$ cat src/gcd_regs.vh
// register offsets, field positions and reset values of the port c / port d block
`ifndef GCD_REGS_VH
`define GCD_REGS_VH

// register addresses on the plain register port
`define GCD_ADDR_PORT_C_DATA     8'h02
`define GCD_ADDR_PORT_D_DATA     8'h03
`define GCD_ADDR_PORT_C_DIR      8'h06
`define GCD_ADDR_PORT_D_DIR      8'h07

// widths of the two ports
`define GCD_PORT_C_PINS          5
`define GCD_PORT_D_PINS          7

// field positions
`define GCD_CLK_OUT_EN_BIT       7
`define GCD_CLK_OUT_PIN          2
`define GCD_TIMER_CLK_PIN        6

// reset values of the direction registers
`define GCD_PORT_C_DIR_RST       5'h00
`define GCD_CLK_OUT_EN_RST       1'h0
`define GCD_PORT_D_DIR_RST       7'h00

// converter channel number of port d pin zero
`define GCD_FIRST_D_CHANNEL      5'h08

// prescaler code that picks the external timer clock pin
`define GCD_TIMER_EXT_CLK_SEL    3'h7

`endif

$ cat src/gcd_ports.v
// general-purpose port c (with bus clock out) and port d (shared with converter and timer)
//
// Design decision made here: strobed register access.
`timescale 1ns/100ps
//
// Functional notes
// RL1 - port c direction one enables pin driver
// RL2 - clock-out enable drives bus clock on pin two
// RL3 - clock-out enable overrides pin two direction
// RL4 - reset clears clock-out enable bit
// RL5 - reset clears all port c direction bits
// RL6 - software loads data before setting direction
// RL7 - port c output bits read the latch
// RL8 - port c input bits read the pin
// RL9 - data writes always update the latch
// RL10 - clock-out pin two reads latch, writes inert
// RL11 - port d holds seven latches, bits six..zero
// RL12 - channel select makes port d pin analog
// RL13 - analog pin reads zero or latch by direction
// RL14 - analog pin stays input whatever direction says
// RL15 - prescaler may pick pin six as timer clock
// RL16 - software avoids channel fourteen with timer clock
// RL17 - port d direction one enables pin driver
// RL18 - reset clears all port d direction bits
// RL19 - digital port d pin reads latch or pin
// RL20 - software loads port d data before direction
// RL21 - bus clock out only while enable set
// RL22 - reset leaves data latches unchanged
// RL23 - unimplemented bits read zero, ignore writes

`include "gcd_regs.vh"

module gcd_ports #(
   parameter [7:0] ADDR_C_DATA = `GCD_ADDR_PORT_C_DATA,
   parameter [7:0] ADDR_D_DATA = `GCD_ADDR_PORT_D_DATA,
   parameter [7:0] ADDR_C_DIR  = `GCD_ADDR_PORT_C_DIR,
   parameter [7:0] ADDR_D_DIR  = `GCD_ADDR_PORT_D_DIR,
   parameter [2:0] TIMER_SEL   = `GCD_TIMER_EXT_CLK_SEL
) (
   input  wire        clk_i,
   input  wire        rst_i,
   input  wire [7:0]  addr_i,
   input  wire [7:0]  wdata_i,
   input  wire        wr_i,
   input  wire        rd_i,
   output reg  [7:0]  rdata_o,
   input  wire [4:0]  port_c_pin_i,
   output wire [4:0]  port_c_pin_o,
   output wire [4:0]  port_c_pin_oe_o,
   input  wire [6:0]  port_d_pin_i,
   output wire [6:0]  port_d_pin_o,
   output wire [6:0]  port_d_pin_oe_o,
   input  wire [4:0]  converter_channel_select_i,
   input  wire [2:0]  timer_prescaler_select_i,
   output wire        external_timer_clock_in_o,
   output wire        bus_clock_out_enable_o
);

   // true when the converter has picked channel ch; integer channel avoids a genvar part-select
   function chan_hit;
      input [4:0]   sel;
      input integer ch;
      begin
         chan_hit = ({27'h0000000, sel} == ch);
      end
   endfunction

   reg  [4:0] port_c_data_latch;
   reg  [6:0] port_d_data_latch;
   reg  [4:0] port_c_direction_bits;
   reg        bus_clock_out_enable;
   reg  [6:0] port_d_direction_bits;
   reg  [4:0] c_meta;
   reg  [4:0] c_sync;
   reg  [6:0] d_meta;
   reg  [6:0] d_sync;
   wire [6:0] d_adc_use;
   wire [6:0] d_read;
   wire [4:0] c_read;
   wire       timer_pin_sel;
   reg  [7:0] next_rdata;

   // two-stage synchronisers on the pin levels; only the second stage is read
   always @(posedge clk_i) begin
      c_meta <= port_c_pin_i;
      c_sync <= c_meta;
      d_meta <= port_d_pin_i;
      d_sync <= d_meta;
   end

   // data latches: no reset, so contents survive a system reset
   always @(posedge clk_i) begin
      if (wr_i && addr_i == ADDR_C_DATA) begin
         port_c_data_latch <= wdata_i[4:0]; // RL9
      end
      if (wr_i && addr_i == ADDR_D_DATA) begin
         port_d_data_latch <= wdata_i[6:0]; // RL11
      end
   end // RL22

   // direction registers and clock-out enable; bits not held here drop writes
   always @(posedge clk_i) begin
      if (rst_i) begin
         port_c_direction_bits <= `GCD_PORT_C_DIR_RST; // RL5
         bus_clock_out_enable  <= `GCD_CLK_OUT_EN_RST; // RL4
         port_d_direction_bits <= `GCD_PORT_D_DIR_RST; // RL18
      end else if (wr_i) begin
         if (addr_i == ADDR_C_DIR) begin
            port_c_direction_bits <= wdata_i[4:0];
            bus_clock_out_enable  <= wdata_i[`GCD_CLK_OUT_EN_BIT]; // RL21
         end
         if (addr_i == ADDR_D_DIR) begin
            port_d_direction_bits <= wdata_i[6:0]; // RL23
         end
      end
   end

   // port c pins; pin two hands over to the bus clock when enabled
   genvar i;
   generate
      for (i = 0; i < `GCD_PORT_C_PINS; i = i + 1) begin : g_pc
         if (i == `GCD_CLK_OUT_PIN) begin : g_clk
            // the raw clock leaves through a gate: pad timing is the user's hazard
            assign port_c_pin_oe_o[i] = bus_clock_out_enable | port_c_direction_bits[i]; // RL3
            assign port_c_pin_o[i]    = bus_clock_out_enable ? clk_i :
                                        (port_c_direction_bits[i] & port_c_data_latch[i]); // RL2
            // enabled clock output reads back the latch, writes never reach the pin
            assign c_read[i] = (bus_clock_out_enable | port_c_direction_bits[i]) ?
                               port_c_data_latch[i] : c_sync[i]; // RL10
         end else begin : g_io
            assign port_c_pin_oe_o[i] = port_c_direction_bits[i]; // RL1
            // gated so the pad sees zero while the unreset latch is unknown
            assign port_c_pin_o[i]    = port_c_direction_bits[i] & port_c_data_latch[i];
            assign c_read[i] = port_c_direction_bits[i] ? port_c_data_latch[i] : c_sync[i]; // RL7 RL8
         end
      end
   endgenerate

   // timer clock pick on pin six
   assign timer_pin_sel             = (timer_prescaler_select_i == TIMER_SEL); // RL15
   assign external_timer_clock_in_o = timer_pin_sel & d_sync[`GCD_TIMER_CLK_PIN];
   assign bus_clock_out_enable_o    = bus_clock_out_enable;

   // port d pins; a converter pick floats the pin and masks pin reads
   generate
      for (i = 0; i < `GCD_PORT_D_PINS; i = i + 1) begin : g_pd
         assign d_adc_use[i] = chan_hit(converter_channel_select_i,
                                        `GCD_FIRST_D_CHANNEL + i); // RL12
         if (i == `GCD_TIMER_CLK_PIN) begin : g_external_timer_clock_in
            // timer clock use holds the pin as an input
            assign port_d_pin_oe_o[i] = port_d_direction_bits[i] & ~d_adc_use[i] &
                                        ~timer_pin_sel; // RL14 RL15
         end else begin : g_io
            assign port_d_pin_oe_o[i] = port_d_direction_bits[i] & ~d_adc_use[i]; // RL17 RL14
         end
         assign port_d_pin_o[i] = port_d_pin_oe_o[i] & port_d_data_latch[i];
         assign d_read[i] = port_d_direction_bits[i] ? port_d_data_latch[i] :
                            (d_adc_use[i] ? 1'b0 : d_sync[i]); // RL13 RL19
      end
   endgenerate

   // read decode; unmapped addresses and unused bits give zero
   always @* begin
      next_rdata = 8'h00;
      case (addr_i)
         ADDR_C_DATA: next_rdata = {3'h0, c_read};
         ADDR_D_DATA: next_rdata = {1'h0, d_read}; // RL23
         ADDR_C_DIR:  next_rdata = {bus_clock_out_enable, 2'h0, port_c_direction_bits};
         ADDR_D_DIR:  next_rdata = {1'h0, port_d_direction_bits};
         default:     next_rdata = 8'h00;
      endcase
   end

   // read data stands only in the cycle after the strobe
   always @(posedge clk_i) begin
      if (rst_i) begin
         rdata_o <= 8'h00;
      end else if (rd_i) begin
         rdata_o <= next_rdata;
      end else begin
         rdata_o <= 8'h00;
      end
   end

endmodule // gcd_ports

$ cat config.mk
export PLATFORM = sky130hd
export DESIGN_NAME = gcd_ports
export DESIGN_NICKNAME = d
export VERILOG_FILES = /design/src/gcd_ports.v
export VERILOG_INCLUDE_DIRS = /design/src /design/src/src
export SDC_FILE = /design/constraint.sdc
export NUM_CORES = 1
export LEC_CHECK = 0
export BUFFER_PORTS_ARGS = -buffer_cell sky130_fd_sc_hd__buf_2
export CAP_MARGIN = 25
export CORE_MARGIN = 2
export CORE_UTILIZATION = 44
export DETAILED_ROUTE_END_ITERATION = 8
export HOLD_SLACK_MARGIN = 0.06
export PLACE_DENSITY = 0.75
export SLEW_MARGIN = 25
export SYNTH_ARGS = -nofsm -noshare
export SYNTH_HDL_FRONTEND = slang
export SYNTH_SLANG_ARGS = --single-unit
$ cat constraint.sdc
create_clock -name clk_i -period 1.6 [get_ports clk_i]
set_input_delay 0.16 -clock clk_i [delete_from_list [all_inputs] [get_ports clk_i]]
set_output_delay 0.16 -clock clk_i [all_outputs]
set_load 0.01 [all_outputs]
==> impl_metrics.py, run 1 <==
metrics = {
    "logic_synthesis": {
        "yosysSeqAreaShare": 0.5943,
        "syn_avg_cell_area_um2": 11.05,
        "yosys_register_bits": 57,
        "synthCells": 192,
        "synthesis.nets": 232,
        "netlist_area_um2": 2122,
        "synthDistinctLibCells": 38,
        "yosysWarningCount": 0,
    },
    "clocking": {
        "insertion_delay_ns": 0.44,
        "cts_tree": "built",
        "post_cts_buffers": 0,
        "cts_resized": 0,
        "postCtsHoldBufs": 20,
        "path_clk_slew_ns": 0.06,
    },
    "floorplan": {
        "dieArea_um2": 5394,
        "rows": 25,
        "start_util": 0.4523,
        "core-area_um2": 4692,
        "die_h_um": 73.45,
        "ios": 74,
        "die_w_um": 73.45,
    },
    "setup_path": {
        "worst_setup_path_end_kind": "primary output",
        "required_ns": 1.44,
        "cp_common_cell": "buf_2",
        "crit_chain": "buf_2 -> or3b_1 -> or3_1 -> and3_1 -> buf_2",
        "reg2reg_slack_ns": 0.34,
        "cpPeakStageDelay_ns": 0.40,
        "reg2reg_to": "rdata_o[3]$_SDFF_PP0_",
        "crit_fanout": 5,
        "worst-setup-path-type": "in2out",
        "cp_slowest_cell": "or3b_1",
        "reg2reg_from": "port_c_direction_bits[3]$_SDFFE_PP0P_",
        "r2r.worst_path.cells": 4,
        "critical_path_arrival_ns": 1.38,
        "cp-start-kind": "primary input",
    },
    "status": {
        "status": "completed",
    },
    "min_path": {
        "min-delay-path-class": "in2reg",
        "whs_endpoint": "port_d_direction_bits[6]$_SDFFE_PP0P_",
        "min_from": "rst_i",
        "holdPathStages": 2,
    },
    "timing": {
        "fmax_ghz": 0.6479,
        "fin_worst_skew_ns": 0.004380,
        "rsz0062_at_grt": "no",
        "slew_viol_final": 0,
        "tns_ns": 0,
        "tightestPinTransition_ns": 0.4137,
        "min_period_ns": 1.543,
        "max_slew_margin": 0.7220,
        "setup_viol": 0,
        "hold_viol": 0,
        "fin_crit_sh": 0.9646,
    },
    "final_layout": {
        "antenna_cells": 0,
        "areaGrowthSynthToFinish_pct": 40.62,
        "instances_no_fill": 358,
        "fill_cells": 392,
        "seqCellArea_um2": 1261,
        "drive_gt1_frac": 0.3586,
        "multi_input_area_um2": 807.0,
        "fin_area_um2": 2984,
        "finalNetCount": 339,
    },
    "global_route": {
        "overflow": 0,
        "grt_pass1_vias": 1679,
        "grt_max_degree": 15,
        "grt_first_pass_wirelength_um": 7638,
        "antenna_found_initial": 0,
        "grt_usage": 0.2002,
    },
    "power": {
        "power.leakage_nw": 1.453,
        "powerDensity_nw_per_um2": 1018,
        "ir_worst_vdd_mv": 0.5606,
        "finalPower_w": 0.003038,
    },
    "route": {
        "wirelength_um": 4985,
        "viasPerCell": 5.067,
        "avgRoutedWirePerCell_um": 13.92,
        "drc": 0,
        "first_iter_violations": 124,
        "dr.pass1.iters": 4,
        "vias": 1814,
        "detail-route-antenna-nets": 0,
    },
    "place": {
        "post-dp-hpwl_um": 3482,
        "place_congestion": 0.8326,
        "placed_area_um2": 2569,
        "portBuffers": 73,
        "dp_cells": 319,
    },
    "job": {
        "maxCapViolCount": 0,
    },
}
worst max-delay path by stage:
stage                                  start  cells past startpoint                        endpoint  slack [ns]
3_3_place_gp   converter_channel_select_i[0]                      5                 port_d_pin_o[0]        0.08
6_report       converter_channel_select_i[0]                      5                 port_d_pin_o[0]        0.06
2_1_floorplan                      addr_i[5]                      4  port_c_data_latch[0]$_DFFE_PP_        0.05
5_1_grt        converter_channel_select_i[0]                      5                 port_d_pin_o[0]        0.01
3_5_place_dp   converter_channel_select_i[0]                      5                 port_d_pin_o[0]        0.07
4_1_cts        converter_channel_select_i[0]                      5                 port_d_pin_o[0]        0.06
flip-flops by register name (all words and copies together) (netlist names), 7 cells and up:
name and cells:
d_meta 7, port_d_data_latch 7, port_d_direction_bits 7, d_sync 7, rdata_o 8
power breakdown:
part           total (W)  leakage (nW)  switching [W]  internal (W)
combinational   0.000176         0.851      0.0000813     0.0000950
clock            0.00135         0.123       0.000557      0.000797
sequential       0.00151         0.479     0.00000810       0.00150
total            0.00304          1.45       0.000646       0.00239
cell usage after synthesis, drive strengths merged:
cell / number / area (µm²)
nor2b: 8 / 50.05
nand2: 10 / 37.54
o21ai: 8 / 40.04
or4: 2 / 15.01
nor3: 2 / 10.01
buf: 5 / 35.03
and2: 12 / 77.57
a211oi: 4 / 30.03
clkbuf: 3 / 11.26
o21a: 3 / 22.52
a31oi: 2 / 12.51
or3b: 3 / 26.28
and3: 7 / 45.05
a22oi: 2 / 15.01
a21oi: 4 / 20.02
edfxtp: 12 / 360.4
o31a: 1 / 8.760
a21boi: 1 / 7.510
mux2: 1 / 11.26
nor4b: 1 / 23.77
o22ai: 2 / 12.51
inv: 2 / 7.510
nand3: 4 / 20.02
nand2b: 1 / 6.260
nor4: 2 / 27.53
a311oi: 2 / 17.52
or2: 1 / 6.260
nand4: 3 / 31.28
dfxtp: 45 / 900.9
nor2: 24 / 90.09
mux2i: 13 / 130.1
or3: 2 / 12.51
layout by cell type, fill, tap and decap left out, types with 3 or more instances in the layout:
master         instances
clkinv_2               3
dlygate4sd3_1         20
o21a_1                 3
a21oi_1                4
o21ai_0                8
nor2_1                24
edfxtp_1              12
buf_4                  8
nand2_1               10
nor2b_1                8
buf_2                 73
a211oi_1               4
mux2i_1               13
and2_1                10
nand3_1                4
dfxtp_1               45
clkbuf_8              14
and3_1                 6
layer usage:
layer / GRT usage / up-vias / wire, µm
li1: - / 893 / -
met4: 0.1172 / 0 / 125
met3: 0.08368 / 14 / 363
met5: 0 / - / 0
met2: 0.2907 / 73 / 2337
met1: 0.2482 / 834 / 2158
metrics by stage:
| step | setup slack (ns) | hold WS [ns] | util |
|---|---|---|---|
| final | 0.05665 | 0.07165 | 0.6360 |
| after global placement | 0.08402 | 0.2628 | 0.5475 |
| after global routing | 0.01328 | 0.06875 | 0.6360 |
| after floorplan | 0.05168 | 0.1877 | - |
| after detailed placement | 0.07050 | 0.2636 | 0.5475 |
| after CTS | 0.06398 | 0.06319 | 0.6360 |
worst max-delay path: cells and delay by family:
kind                   cells  cell delay [ns]
and+or+nand+nor            3             0.97
buffers and inverters      2             0.25
final cells by class:
class | count | area share
Tap cell | 54 | 0.02264
Inverter | 2 | 0.002516
Timing Repair Buffer | 100 | 0.2080
Clock buffer | 17 | 0.06876
Sequential cell | 57 | 0.4226
Multi-Input combinational cell | 125 | 0.2704
Clock inverter | 3 | 0.005031
logic make-up after synthesis:
logic type | share of synthesized area
DFF | 0.5943
AOI/OAI and AO/OA | 0.08785
and+or+nand+nor | 0.2258
muxes | 0.06662
buffers and inverters | 0.02535
Note: power is estimated with default switching activity, not from simulation.
==> run 2, diff against run 1 <==
- BUFFER_PORTS_ARGS: -buffer_cell sky130_fd_sc_hd__buf_2 -> -buffer_cell sky130_fd_sc_hd__buf_4
==> impl_metrics.py, run 2 (synthesis results as in run 1) <==
metrics = {
    "status": {
        "status": "completed",
    },
    "global_route": {
        "grt_first_pass_wirelength_um": 7817,
        "grt_usage": 0.2005,
        "antenna_found_initial": 0,
        "overflow": 0,
        "grt_max_degree": 22,
        "grt_pass1_vias": 1752,
    },
    "setup_path": {
        "reg2reg_slack_ns": 0.32,
        "critical_path_arrival_ns": 1.38,
        "r2r.worst_path.cells": 3,
        "reg2reg_from": "bus_clock_out_enable_o$_SDFFE_PP0P_",
        "reg2reg_to": "bus_clock_out_enable_o$_SDFFE_PP0P_",
        "crit_fanout": 5,
        "worst-setup-path-type": "in2out",
        "cp-start-kind": "primary input",
        "required_ns": 1.44,
        "worst_setup_path_end_kind": "primary output",
    },
    "min_path": {
        "holdPathStages": 2,
        "whs_endpoint": "rdata_o[4]$_SDFF_PP0_",
        "min-delay-path-class": "in2reg",
        "min_from": "addr_i[0]",
    },
    "final_layout": {
        "largest_register_ffs": 8,
        "areaGrowthSynthToFinish_pct": 49.17,
        "fin_area_um2": 3166,
        "drive_gt1_frac": 0.3477,
        "multi_input_area_um2": 820.8,
        "layout_common_cells": "79 x buf_4, 45 x dfxtp_1, 24 x nor2_1, 22 x dlygate4sd3_1",
        "largest-register": "rdata_o",
        "final_common_cell": "buf_4",
        "seqCellArea_um2": 1261,
        "antenna_cells": 0,
        "finalNetCount": 339,
        "fill_cells": 383,
    },
    "timing": {
        "max_slew_margin": 0.6762,
        "hold_viol": 0,
        "fmax_ghz": 0.6485,
        "min_period_ns": 1.542,
        "rsz0062_at_grt": "no",
        "tns_ns": 0,
        "fin_crit_sh": 0.9638,
        "setup_viol": 0,
        "tightestPinTransition_ns": 0.4819,
        "slew_viol_final": 0,
        "fin_worst_skew_ns": 0.004774,
    },
    "power": {
        "p_clk_frac": 0.428,
        "pwr-share-comb": 0.069,
        "p_switching_w": 0.0006322,
        "intPower_w": 0.002366,
        "switching_share": 0.2108,
        "ir_worst_vdd_mv": 0.7246,
        "powerDensity_nw_per_um2": 947.2,
        "seqPwrFrac": 0.503,
        "finalPower_w": 0.002998,
        "power.leakage_nw": 1.469,
    },
    "clocking": {
        "path_clk_slew_ns": 0.06,
        "insertion_delay_ns": 0.43,
        "cts_tree": "built",
    },
    "route": {
        "detail-route-antenna-nets": 0,
        "dr.pass1.iters": 4,
        "avgRoutedWirePerCell_um": 14.68,
        "first_iter_violations": 116,
        "wirelength_um": 5227,
        "vias": 1800,
        "drc": 0,
        "viasPerCell": 5.056,
    },
    "floorplan": {
        "ios": 74,
        "start_util": 0.4523,
        "dieArea_um2": 5394,
        "die_h_um": 73.45,
        "die_w_um": 73.45,
        "core-area_um2": 4692,
        "rows": 25,
    },
    "place": {
        "placed_area_um2": 2736,
        "portBuffers": 73,
        "place_congestion": 0.7834,
        "post-dp-hpwl_um": 3638,
    },
    "job": {
        "maxCapViolCount": 0,
    },
}
==> run 2: cell types whose count changed in the layout (fill, tap and decap cells not counted), moves of 2 or more <==
cell,delta
dlygate4sd3_1,+2
buf_4,+71
clkinv_2,-2
buf_2,-73
==> run 2: how the worst max path moves through the flow <==
stage,from,to,slack [ns],depth (start not counted)
after floorplan,addr_i[5],port_c_data_latch[0]$_DFFE_PP_,0.05,4
after global placement,converter_channel_select_i[0],port_d_pin_o[0],0.07,5
after detailed placement,converter_channel_select_i[0],port_d_pin_o[0],0.06,5
after CTS,addr_i[5],bus_clock_out_enable_o$_SDFFE_PP0P_,0.01,7
after global routing,converter_channel_select_i[4],port_d_pin_o[6],0.009,6
final,converter_channel_select_i[0],port_d_pin_o[0],0.06,5
==> run 2: worst max-delay path: stages <==
cell,delay (ns)
buf_4,0.12
or3b_1,0.41
or3_4,0.36
and3_1,0.19
buf_4,0.14
==> run 2: repair_timing <==
action | CTS | global route
buffers inserted | 0 | 0
hold endpoints to repair | 37 | 0
hold buffers | 22 | 0
gates resized for setup | 0 | 2
setup endpoints to repair | 0 | 2
==> run 2: routing by layer <==
| layer | up-vias | wire, µm | part of all wire | GRT usage |
|---|---|---|---|---|
| li1 | 893 | - | - | - |
| met4 | 0 | 76 | 0.015 | 0.1212 |
| met3 | 8 | 338 | 0.065 | 0.06310 |
| met1 | 834 | 2215 | 0.42 | 0.2295 |
| met5 | - | 0 | 0 | 0 |
| met2 | 65 | 2597 | 0.50 | 0.3254 |
==> run 2: stage by stage <==
stage	setup WS, ns	hold slack, ns	util	instances
finish	0.05791	0.07778	0.6747	356
global route	0.008894	0.08724	0.6747	356
CTS	0.01018	0.06292	0.6717	356
detailed placement	0.05502	0.2656	0.5832	317
global placement	0.07253	0.2649	0.5832	317
floorplan	0.05168	0.1877	-	192
==> run 2: area by class of cell <==
class / instances / share of cell area
sequential: 57 / 0.3984
multi-input combinational: 125 / 0.2593
timing repair buffer: 100 / 0.2545
clock buffer: 17 / 0.06245
tap: 54 / 0.02134
inverter: 2 / 0.002372
clock inverter: 1 / 0.001581
==> run 2: power groups by stage <==
| stage | Sequential, W | Combinational (W) | Clock (W) |
|---|---|---|---|
| 5_1_grt | 0.00151 | 0.000224 | 0.00138 |
| 6_report | 0.00151 | 0.000207 | 0.00128 |
| 4_1_cts | 0.00151 | 0.000205 | 0.00131 |
| 3_5_place_dp | 0.00154 | 0.000163 | 0.000000143 |
| 2_1_floorplan | 0.00154 | 0.0000525 | 0.0000000669 |
| 3_3_place_gp | 0.00154 | 0.000159 | 0.000000143 |
